### src/rtl/ledsr_pkg.sv
// Package for the LED driver serial load and error link.
// Assumes one 125 MHz system clock on both ends.
package ledsr_pkg;
  localparam int unsigned LEDSR_CHANNELS = 16;
  localparam int unsigned LEDSR_GS_BITS = 12;
  localparam int unsigned LEDSR_DC_BITS = 6;
  localparam int unsigned LEDSR_GS_FRAME = 192;
  localparam int unsigned LEDSR_DC_FRAME = 96;
  localparam int unsigned LEDSR_SR_LEN = 192;
  localparam logic [5:0] LEDSR_NV_DEFAULT = 6'h3_F;
  localparam logic [1:0] LEDSR_MODE_GS = 2'h0;
  localparam logic [1:0] LEDSR_MODE_DC = 2'h1;
  localparam logic [1:0] LEDSR_MODE_PROG = 2'h2;
  // Host register map (word index on the plain port)
  localparam logic [3:0] LEDSR_REG_CTRL = 4'h0;
  localparam logic [3:0] LEDSR_REG_DATA = 4'h1;
  localparam logic [3:0] LEDSR_REG_STAT = 4'h2;
  localparam logic [3:0] LEDSR_REG_RXDATA = 4'h3;
  localparam logic [3:0] LEDSR_REG_SIGS = 4'h4;
  localparam int unsigned LEDSR_CTRL_GO = 0;
  localparam int unsigned LEDSR_CTRL_DC = 1;
  localparam int unsigned LEDSR_CTRL_LATCH = 2;
  localparam int unsigned LEDSR_CTRL_PROG = 3;
  localparam int unsigned LEDSR_CTRL_SRCSEL = 4;
  localparam int unsigned LEDSR_CTRL_BLANK = 5;
  localparam int unsigned LEDSR_CLK_DIV = 8;
  typedef enum logic [4:0] {
    LEDSR_IDLE = 5'b00001,
    LEDSR_LOW = 5'b00010,
    LEDSR_HIGH = 5'b00100,
    LEDSR_LAT = 5'b01000,
    LEDSR_LATE = 5'b10000
  } ledsr_state_t;
endpackage

### src/rtl/ledsr_if.sv
// Pin bundle between host controller and LED driver.
// Wired-OR error line resolves from the device enable; pull-up assumed.
`timescale 1ns/10ps
interface ledsr_if;
  logic serial_clk;
  logic serial_data_in;
  logic serial_data_out;
  logic latch_strobe;
  logic [1:0] mode_select_pin;
  logic correction_source_select;
  logic blank;
  logic error_line_oe;
  logic error_line_o;
  // Open drain with external pull-up
  wire error_line = error_line_oe ? error_line_o : 1'b1;
  modport device (input serial_clk, serial_data_in, latch_strobe, mode_select_pin,
    correction_source_select, blank, output serial_data_out, error_line_oe, error_line_o);
  modport host (output serial_clk, serial_data_in, latch_strobe, mode_select_pin,
    correction_source_select, blank, input serial_data_out, error_line);
endinterface

### src/rtl/ledsr_device.sv
// LED driver device end: serial shift register, latches, error line.
// Assumes link pins asynchronous to clk; flags come from analog sense.
// How it works
// - Rising shift clock shifts data in
// - Strobe high copies to selected register
// - Host pulses strobe after full frame
// - Registers are level latches, not edges
// - Frames travel most significant bit first
// - Frame is 96 or 192 bits
// - Shifting never disturbs outputs before latch
// - Host latches grayscale at cycle end; ledsr_host strobes right after the frame, not timed to the grayscale counter
// - Latched grayscale applies immediately
// - Serial out feeds next chained device
// - Serial out returns status to host
// - Mode pin selects grayscale or correction
// - Programming voltage writes correction to storage; here only with source select on register
// - Error line low on any flag
// - System pulls error line up
// - Blanking masks open LED from error
// - Blanking forces outputs off, resets counter
// - Source select picks storage or register
// - Sixteen six-bit values loaded together
// - Open-LED bits captured on strobe fall
//
// The address-and-strobe port and the address map were left to the implementer.
`timescale 1ns/10ps
module ledsr_device (
  input wire logic clk,
  input wire logic rst_n,
  ledsr_if.device pins,
  input wire logic gs_clk_en,
  input wire logic [ledsr_pkg::LEDSR_CHANNELS-1:0] open_led_flag,
  input wire logic thermal_error_flag,
  output logic [ledsr_pkg::LEDSR_CHANNELS-1:0] channel_output,
  output logic [ledsr_pkg::LEDSR_CHANNELS*ledsr_pkg::LEDSR_DC_BITS-1:0] dot_correction,
  output logic [ledsr_pkg::LEDSR_CHANNELS*ledsr_pkg::LEDSR_GS_BITS-1:0] grayscale
);
  import ledsr_pkg::*;
  localparam int unsigned NCH = LEDSR_CHANNELS;
  localparam int unsigned DCW = NCH * LEDSR_DC_BITS;
  localparam int unsigned GSW = NCH * LEDSR_GS_BITS;

  // Two-stage synchronisers for link pins
  logic [5:0] s1_q, s2_q;
  logic sclk_d1_q, lat_d1_q;
  always_ff @(posedge clk) begin
    if (!rst_n) begin
      s1_q <= '0;
      s2_q <= '0;
      sclk_d1_q <= 1'b0;
      lat_d1_q <= 1'b0;
    end else begin
      s1_q <= {pins.serial_clk, pins.serial_data_in, pins.latch_strobe,
               pins.mode_select_pin, pins.correction_source_select};
      s2_q <= s1_q;
      sclk_d1_q <= s2_q[5];
      lat_d1_q <= s2_q[3];
    end
  end
  wire sclk_s = s2_q[5];
  wire sin_s = s2_q[4];
  wire lat_s = s2_q[3];
  wire [1:0] mode_s = s2_q[2:1];
  wire srcsel_s = s2_q[0];
  wire sclk_rise = sclk_s & ~sclk_d1_q;
  wire lat_fall = ~lat_s & lat_d1_q;
  wire blank_s;
  logic [1:0] bl_q;
  always_ff @(posedge clk) begin
    if (!rst_n) bl_q <= 2'b11;
    else bl_q <= {bl_q[0], pins.blank};
  end
  assign blank_s = bl_q[1];

  // Input shift register, MSB first; status loaded on strobe fall in grayscale mode
  logic [LEDSR_SR_LEN-1:0] sr_q;
  logic [NCH-1:0] status_q;
  wire mode_gs = (mode_s == LEDSR_MODE_GS);
  wire mode_dc = (mode_s == LEDSR_MODE_DC);
  // Last stage depends on frame length of the mode
  wire [7:0] last_idx = mode_dc ? 8'(LEDSR_DC_FRAME - 1) : 8'(LEDSR_GS_FRAME - 1);
  always_ff @(posedge clk) begin
    if (!rst_n) begin
      sr_q <= '0;
    end else if (sclk_rise) begin
      sr_q <= {sr_q[LEDSR_SR_LEN-2:0], sin_s};
    end else if (lat_fall && mode_gs) begin
      sr_q[LEDSR_SR_LEN-1 -: NCH] <= status_q;
    end
  end

  // Status capture of open-LED bits
  always_ff @(posedge clk) begin
    if (!rst_n) status_q <= '0;
    else if (lat_fall) status_q <= open_led_flag;
  end

  // Serial out registered from last stage
  logic serial_data_out_q;
  always_ff @(posedge clk) begin
    if (!rst_n) serial_data_out_q <= 1'b0;
    else serial_data_out_q <= sr_q[last_idx];
  end
  assign pins.serial_data_out = serial_data_out_q;

  // Level latches emulated: transparent every cycle strobe is high
  logic [GSW-1:0] gs_q;
  logic [DCW-1:0] dcreg_q;
  logic [DCW-1:0] nv_q;
  always_ff @(posedge clk) begin
    if (!rst_n) begin
      gs_q <= '0;
      dcreg_q <= '0;
    end else if (lat_s) begin
      if (mode_gs) gs_q <= sr_q[GSW-1:0];
      else if (mode_dc) dcreg_q <= sr_q[DCW-1:0];
    end
  end

  // Nonvolatile storage, unprogrammed value all ones per channel
  always_ff @(posedge clk) begin
    if (!rst_n) nv_q <= {NCH{LEDSR_NV_DEFAULT}};
    else if (mode_s == LEDSR_MODE_PROG && srcsel_s) nv_q <= dcreg_q;
  end
  assign dot_correction = srcsel_s ? dcreg_q : nv_q;
  assign grayscale = gs_q;

  // Grayscale counter and channel PWM
  logic [LEDSR_GS_BITS-1:0] cnt_q;
  always_ff @(posedge clk) begin
    if (!rst_n || blank_s) cnt_q <= '0;
    else if (gs_clk_en) cnt_q <= cnt_q + 1'b1;
  end
  logic [NCH-1:0] ch_q;
  genvar g;
  for (g = 0; g < NCH; g++) begin : g_ch
    always_ff @(posedge clk) begin
      if (!rst_n || blank_s) ch_q[g] <= 1'b0;
      else ch_q[g] <= (cnt_q < gs_q[g*LEDSR_GS_BITS +: LEDSR_GS_BITS]);
    end
  end
  assign channel_output = ch_q;

  // Open-drain error output
  logic err_q;
  always_ff @(posedge clk) begin
    if (!rst_n) err_q <= 1'b0;
    else err_q <= thermal_error_flag | ((|open_led_flag) & ~blank_s);
  end
  assign pins.error_line_oe = err_q;
  assign pins.error_line_o = 1'b0;
endmodule

### src/flat_wrapper.sv
// flat-port wrapper written by rule: the top's interface ports become plain ports
module ledsr_device_flat import ledsr_pkg::*;
  (clk, rst_n, gs_clk_en, open_led_flag, thermal_error_flag, channel_output, dot_correction, grayscale, pins_serial_clk, pins_serial_data_in, pins_latch_strobe, pins_mode_select_pin, pins_correction_source_select, pins_blank, pins_serial_data_out, pins_error_line_oe, pins_error_line_o);
  ledsr_if pins_i ();
  input wire logic clk;
  input wire logic rst_n;
  input wire logic gs_clk_en;
  input wire logic [ledsr_pkg::LEDSR_CHANNELS-1:0] open_led_flag;
  input wire logic thermal_error_flag;
  output logic [ledsr_pkg::LEDSR_CHANNELS-1:0] channel_output;
  output logic [ledsr_pkg::LEDSR_CHANNELS*ledsr_pkg::LEDSR_DC_BITS-1:0] dot_correction;
  output logic [ledsr_pkg::LEDSR_CHANNELS*ledsr_pkg::LEDSR_GS_BITS-1:0] grayscale;
  input wire logic [$bits(pins_i.serial_clk)-1:0] pins_serial_clk;
  input wire logic [$bits(pins_i.serial_data_in)-1:0] pins_serial_data_in;
  input wire logic [$bits(pins_i.latch_strobe)-1:0] pins_latch_strobe;
  input wire logic [$bits(pins_i.mode_select_pin)-1:0] pins_mode_select_pin;
  input wire logic [$bits(pins_i.correction_source_select)-1:0] pins_correction_source_select;
  input wire logic [$bits(pins_i.blank)-1:0] pins_blank;
  output wire logic [$bits(pins_i.serial_data_out)-1:0] pins_serial_data_out;
  output wire logic [$bits(pins_i.error_line_oe)-1:0] pins_error_line_oe;
  output wire logic [$bits(pins_i.error_line_o)-1:0] pins_error_line_o;
  assign pins_i.serial_clk = pins_serial_clk;
  assign pins_i.serial_data_in = pins_serial_data_in;
  assign pins_i.latch_strobe = pins_latch_strobe;
  assign pins_i.mode_select_pin = pins_mode_select_pin;
  assign pins_i.correction_source_select = pins_correction_source_select;
  assign pins_i.blank = pins_blank;
  assign pins_serial_data_out = pins_i.serial_data_out;
  assign pins_error_line_oe = pins_i.error_line_oe;
  assign pins_error_line_o = pins_i.error_line_o;
  ledsr_device u_core (.clk(clk), .rst_n(rst_n), .pins(pins_i), .gs_clk_en(gs_clk_en), .open_led_flag(open_led_flag), .thermal_error_flag(thermal_error_flag), .channel_output(channel_output), .dot_correction(dot_correction), .grayscale(grayscale));
endmodule
### config.mk
export PLATFORM = sky130hd
export DESIGN_NAME = ledsr_device_flat
export DESIGN_NICKNAME = d
export VERILOG_FILES = /design/src/rtl/ledsr_pkg.sv /design/src/rtl/ledsr_if.sv /design/src/rtl/ledsr_device.sv /design/src/flat_wrapper.sv
export SDC_FILE = /design/constraint.sdc
export NUM_CORES = 1
export LEC_CHECK = 0
export BUFFER_PORTS_ARGS = -buffer_cell sky130_fd_sc_hd__buf_4
export CAP_MARGIN = 40
export CORE_AREA = 2 2 218 220
export CTS_BUF_LIST = sky130_fd_sc_hd__clkbuf_4 sky130_fd_sc_hd__clkbuf_8
export DETAILED_ROUTE_END_ITERATION = 6
export DIE_AREA = 0 0 220 222
export PLACE_DENSITY = 0.81
export SYNTH_ARGS = -nofsm -noshare
export SYNTH_HDL_FRONTEND = slang
export SYNTH_SLANG_ARGS = --single-unit
### constraint.sdc
create_clock -name clk -period 5.05 [get_ports clk]
set_clock_uncertainty 0.1 [all_clocks]
set_input_delay 0 -clock clk [delete_from_list [all_inputs] [get_ports clk]]
set_output_delay 0 -clock clk [all_outputs]
set_load 0.05 [all_outputs]
=== Yosys cells after proc, flatten, opt, wreduce, memory -nomap -nowiden ===
Index checks and enable logic that the tools add are counted.

* Register bits: 638
* Bits in latches: 0
* Bits in writable memories: 0
* Memory bits (read-only): 0
* Input port bits: 27
* Memories kept: 0

* Add/sub/neg operators: 1
* Multipliers: 0
* Div/mod/pow operators: 0
* Magnitude comparators: 17
* Equality and inequality tests: 2
* Shift operators: 0
* Muxes and demuxes: 6
* Bitwise logic cells: 8
* Reduce and logical (&&, ||, !) cells: 9

{| class="wikitable"
|+ Operator list
! operator !! number
|-
| $lt 12x12->1 || 16
|-
| $mux 96 || 1
|-
| $mux 16 || 2
|-
| $reduce_or 16->1 || 1
|-
| $add 12x1->12 const B || 1
|-
| $lt 8x9->1 const B || 1
|-
| $bmux 1 s8 || 1
|-
| $mux 8 || 1
|-
| $not 1->1 || 4
|-
| $and 1x1->1 || 3
|-
| $reduce_and 3->1 || 1
|-
| $eq 2x1->1 const B || 1
|-
| $eq 2x2->1 const B || 1
|-
| $logic_and 1x1->1 || 2
|-
| $logic_not 2->1 || 1
|-
| $reduce_and 2->1 || 1
|-
| $reduce_bool 2->1 || 1
|-
| $logic_not 1->1 || 1
|-
| $logic_or 1x1->1 || 1
|-
| $mux 1 || 1
|-
| $or 1x1->1 || 1
|}

=== Logic depth before layout (Yosys ltp) ===
* Depth after elaboration: 5
* Mapped depth: 8
* Mapped depth without buffers: 6

=== Worst setup path before layout ===
Ideal clock, no wire load.

* Path type: flip-flop to flip-flop
* From: reg u_core.gs_q[191], in the netlist u_core.grayscale[191]
* To: reg u_core.ch_q[15], in the netlist u_core.channel_output[15]
* Library setup time: 0.070 ns
* Arrival time: 1.752 ns
* Setup slack: 3.128 ns
* Stages on the path, launching flop included: 7
* Path buffers: 0
* Clock period less this slack: 1.922 ns
* Path through: dfxtp_1 inv_1 ha_1 and4_1 a2111oi_0 o21ai_0 a21oi_1

* Word-level cells in the longest chain between the ends: 1

{| class="wikitable"
|+ RTL lines
! element !! line !! text
|-
| start, declared || ledsr_device.sv:107 || <nowiki>logic [GSW-1:0] gs_q;</nowiki>
|-
| start signal, assigned || ledsr_device.sv:115 || <nowiki>if (mode_gs) gs_q <= sr_q[GSW-1:0];</nowiki>
|-
| $lt 12x12->1 || ledsr_device.sv:139 || <nowiki>else ch_q[g] <= (cnt_q < gs_q[g*LEDSR_GS_BITS +: LEDSR_GS_BITS]);</nowiki>
|-
| end signal, assigned by index || ledsr_device.sv:139 ||
|-
| end, declared || ledsr_device.sv:134 || <nowiki>logic [NCH-1:0] ch_q;</nowiki>
|}

No other way between the ends.
A chain may end at the register's enable or synchronous reset.

=== Final worst setup path ===
* From: reg u_core.s2_q[0]
* To: out dot_correction[19] in the netlist's numbering

* Word-level cells in the longest chain between the ends: 1

{| class="wikitable"
|+ RTL lines
! element !! line !! text
|-
| start, declared || ledsr_device.sv:44 || <nowiki>logic [5:0] s1_q, s2_q;</nowiki>
|-
| start signal, assigned || ledsr_device.sv:55 || <nowiki>s2_q <= s1_q;</nowiki>
|-
| $mux 96 || ledsr_device.sv:125 || <nowiki>assign dot_correction = srcsel_s ? dcreg_q : nv_q;</nowiki>
|-
| end, declared || flat_wrapper.sv:11 || <nowiki>output logic [ledsr_pkg::LEDSR_CHANNELS*ledsr_pkg::LEDSR_DC_BITS-1:0] dot_correction;</nowiki>
|}

No other way between the ends.

==> impl_metrics.env <==
export IMPL_status="complete, but fails checks"
export IMPL_violations="DRC, slew limit"
export IMPL_numCtsBuffers=101
export IMPL_cp_end_kind="primary output"
export IMPL_synth_edff_count=0
export IMPL_syn_inst=3450
export IMPL_gp_congestion=0.8626
export IMPL_rows=79
export IMPL_avgRoutedWirePerCell_um=18.07
export IMPL_die_w_um=220
export IMPL_nets=3931
export IMPL_slew_headroom_pct=-1.076
export IMPL_synth_seq_cells=638
export IMPL_vias=24970
export IMPL_crit_fanout=59
export IMPL_worstHoldPathType="primary input to flip-flop"
export IMPL_critPathKind="flip-flop to primary output"
export IMPL_grt_setup_unrepaired="false"
export IMPL_grt_pass1_wl_um=125300
export IMPL_reg2reg_depth=5
export IMPL_min_to="u_core.status_q[13]$_SDFFE_PN0P_"
export IMPL_clkLatencyLatePin_ns=0.70
export IMPL_netlist_area_um2=28530
export IMPL_setup_violations=0
export IMPL_drc=3
export IMPL_routed_via_density=5.657
export IMPL_powerDensity_nw_per_um2=305.6
export IMPL_start_util_pct=61.67
export IMPL_r2r_end="u_core.channel_output[15]$_SDFF_PP0_"
export IMPL_drt_iter0_markers=1944
export IMPL_final_core_util_pct=72.85
export IMPL_max_freq_mhz=330.2
export IMPL_cts_sinks=638
export IMPL_drive_above_1_share_pct=17.21
export IMPL_port_buffers=332
export IMPL_overflow=0
export IMPL_tns_ns=0
export IMPL_worst_pin_slew_ns=1.516
export IMPL_areaGrowthSynthToFinish_pct=18.13
export IMPL_post_place_ws_ns=2.542
export IMPL_required_ns=4.95
export IMPL_post_cts_buffers=0
export IMPL_synth_nets=3654
export IMPL_cp_startpoint="u_core.s2_q[0]$_SDFF_PN0_"
export IMPL_p_leak_uw=0.01324
export IMPL_postCtsResizedCells=0
export IMPL_grt_max_degree=326
export IMPL_maxCapViolCount=0
export IMPL_synth_ff_type="dfxtp_1"
export IMPL_routed_wl_um=79770
export IMPL_dr_pass1_iters=7
export IMPL_antenna_found_initial=2
export IMPL_postSynthAreaPerCell_um2=8.269
export IMPL_min_path_cells=4
export IMPL_final_hold_viol_count=0
export IMPL_post_route_period_util_pct=59.96
export IMPL_synth_cell_types=47
export IMPL_track_usage_pct=32.12
export IMPL_r2r_start="u_core.cnt_q[9]$_SDFFE_PP0P_"
export IMPL_ys_seq_area_share_pct=44.77
export IMPL_arrival_ns=2.93
export IMPL_dp_hpwl_um=49170
export IMPL_ios=334
export IMPL_clkTransAtPathRegs_ns=0.06
export IMPL_reg2reg_slack_ns=2.49
export IMPL_cts_buffer_depth=3
export IMPL_die_area_um2=48840
export IMPL_htree_levels=3
export IMPL_worst_setup_path_start_kind="flip-flop"
export IMPL_antenna_left=0
export IMPL_synthArstFlopShare_pct=0
export IMPL_die_y_um=222
export IMPL_cts_root_buf="clkbuf_8"
export IMPL_hp_start="open_led_flag[13]"
export IMPL_first_global_vias=24570
export IMPL_slew_viol_final=26
export IMPL_core_um2=46260
export IMPL_min_period_ns=3.028
export IMPL_cts_tree="built"
export IMPL_fin_ws_ns=2.022
export IMPL_cts_hold_buf=35
export IMPL_yosys_warnings=0
export IMPL_ir_worst_vdd_v=0.0002349
how the worst max path moves through the flow:
stage | to | slack [ns] | depth (start not counted)
after CTS | dot_correction[34] | 2.02 | 3
after detailed placement | u_core.channel_output[15]$_SDFF_PP0_ | 2.54 | 5
after global routing | dot_correction[19] | 1.94 | 3
final | dot_correction[19] | 2.02 | 3
after global placement | u_core.nv_q[6]$_SDFFE_PN1P_ | 2.67 | 5
after floorplan | u_core.channel_output[15]$_SDFF_PP0_ | 3.13 | 6
through the flow:
step | power, uW | hold WS [ns] | cell area, um^2 | instances
after detailed placement | 5757 | 0.1131 | 31180 | 4196
after global routing | 10600 | 0.07433 | 33700 | 4413
after global placement | 5742 | 0.1125 | 31020 | 4188
final | 10300 | 0.08446 | 33700 | 4414
after floorplan | 5602 | 0.001471 | 28530 | 3450
after CTS | 10340 | 0.03380 | 33700 | 4412
logic make-up (layout without fill, tap and decap cells):
| kind of cell | after synthesis | count (layout) | share of synthesized area [%] |
|---|---|---|---|
| simple gates | 1480 | 1480 | 20.93 |
| fa+ha+maj | 177 | 177 | 7.763 |
| xor+xnor | 8 | 8 | 0.2456 |
| flops | 638 | 638 | 44.77 |
| mux | 98 | 98 | 3.859 |
| other cells | 1 | 3 | 0.01314 |
| buf+inv | 398 | 753 | 5.842 |
| compound gates | 650 | 650 | 16.57 |
Yosys cell counts (all sizes together) (4+ instances only):
| master | number | area, um^2 |
|---|---|---|
| nand2 | 1223 | 4591 |
| dfxtp | 638 | 12770 |
| a21boi | 480 | 3603 |
| inv | 180 | 675.7 |
| ha | 177 | 2215 |
| nand3 | 114 | 570.6 |
| buf | 111 | 589.3 |
| clkbuf | 107 | 401.6 |
| mux2 | 96 | 1081 |
| a21oi | 55 | 275.3 |
| o21ai | 46 | 230.2 |
| nor2 | 41 | 153.9 |
| o211a | 27 | 270.3 |
| nor2b | 25 | 156.4 |
| nand4 | 20 | 125.1 |
| a211oi | 15 | 112.6 |
| and2 | 14 | 87.58 |
| nor3 | 12 | 60.06 |
| nand2b | 10 | 62.56 |
| and4 | 7 | 63.81 |
| a2111oi | 5 | 43.79 |
| o21a | 5 | 37.54 |
| xor2 | 5 | 43.79 |
| a211o | 4 | 35.03 |
| nor4 | 4 | 25.02 |
| o211ai | 4 | 30.03 |
| o311ai | 4 | 35.03 |
layout make-up:
| type | count | area (um^2) |
|---|---|---|
| well taps | 607 | 759.5 |
| flip-flops and latches | 638 | 12790 |
| fillers | 3471 | 12560 |
| multi-input cells | 2414 | 14130 |
| clock inverters | 15 | 115.1 |
| repair buffers | 392 | 3181 |
| clock buffers | 166 | 2047 |
| inverters | 180 | 675.6 |
| diodes | 2 | 5.005 |
cell usage in the layout, fill, tap and decap left out, types with 46 or more instances in the layout:
master and instances:
a21boi_0 424, a21boi_1 56, a21oi_1 55, buf_4 346
clkbuf_8 128, dfxtp_1 627, ha_1 177, inv_1 180
mux2_2 96, nand2_1 1223, nand3_1 114, o21ai_0 46
registers in the layout, indices dropped and copies added, names as in the netlist:
name	flops
u_core.status_q	16
u_core.s2_q	6
u_core.nv_q	96
u_core.pins.error_line_oe	1
u_core.pins.serial_data_out	1
u_core.bl_q	2
u_core.sr_q	192
u_core.dcreg_q	96
u_core.lat_d1_q	1
u_core.sclk_d1_q	1
u_core.s1_q	6
u_core.cnt_q	12
u_core.channel_output	16
u_core.grayscale	192
metal layers:
layer	part of all wire [%]	routed length (um)	up-vias	GRT usage, %
met4	4.9	3943	0	17.21
met3	7.2	5753	232	5.665
met1	41	32490	11890	39.38
li1	-	-	11870	-
met2	47	37590	973	53.48
met5	0	0	-	0
worst max-delay path: stages (launching register included):
cell	delay, ns
dfxtp_4	0.77
buf_4	0.74
mux2_2	0.43
buf_4	0.19
report_power, final:
part           internal, uW  total (uW)  switching [uW]
clock network          2600        4620            2020
registers              5060        5090            25.3
logic                   208         592             384
total                  7870       10300            2430
Power figures use the tool's default switching activity.
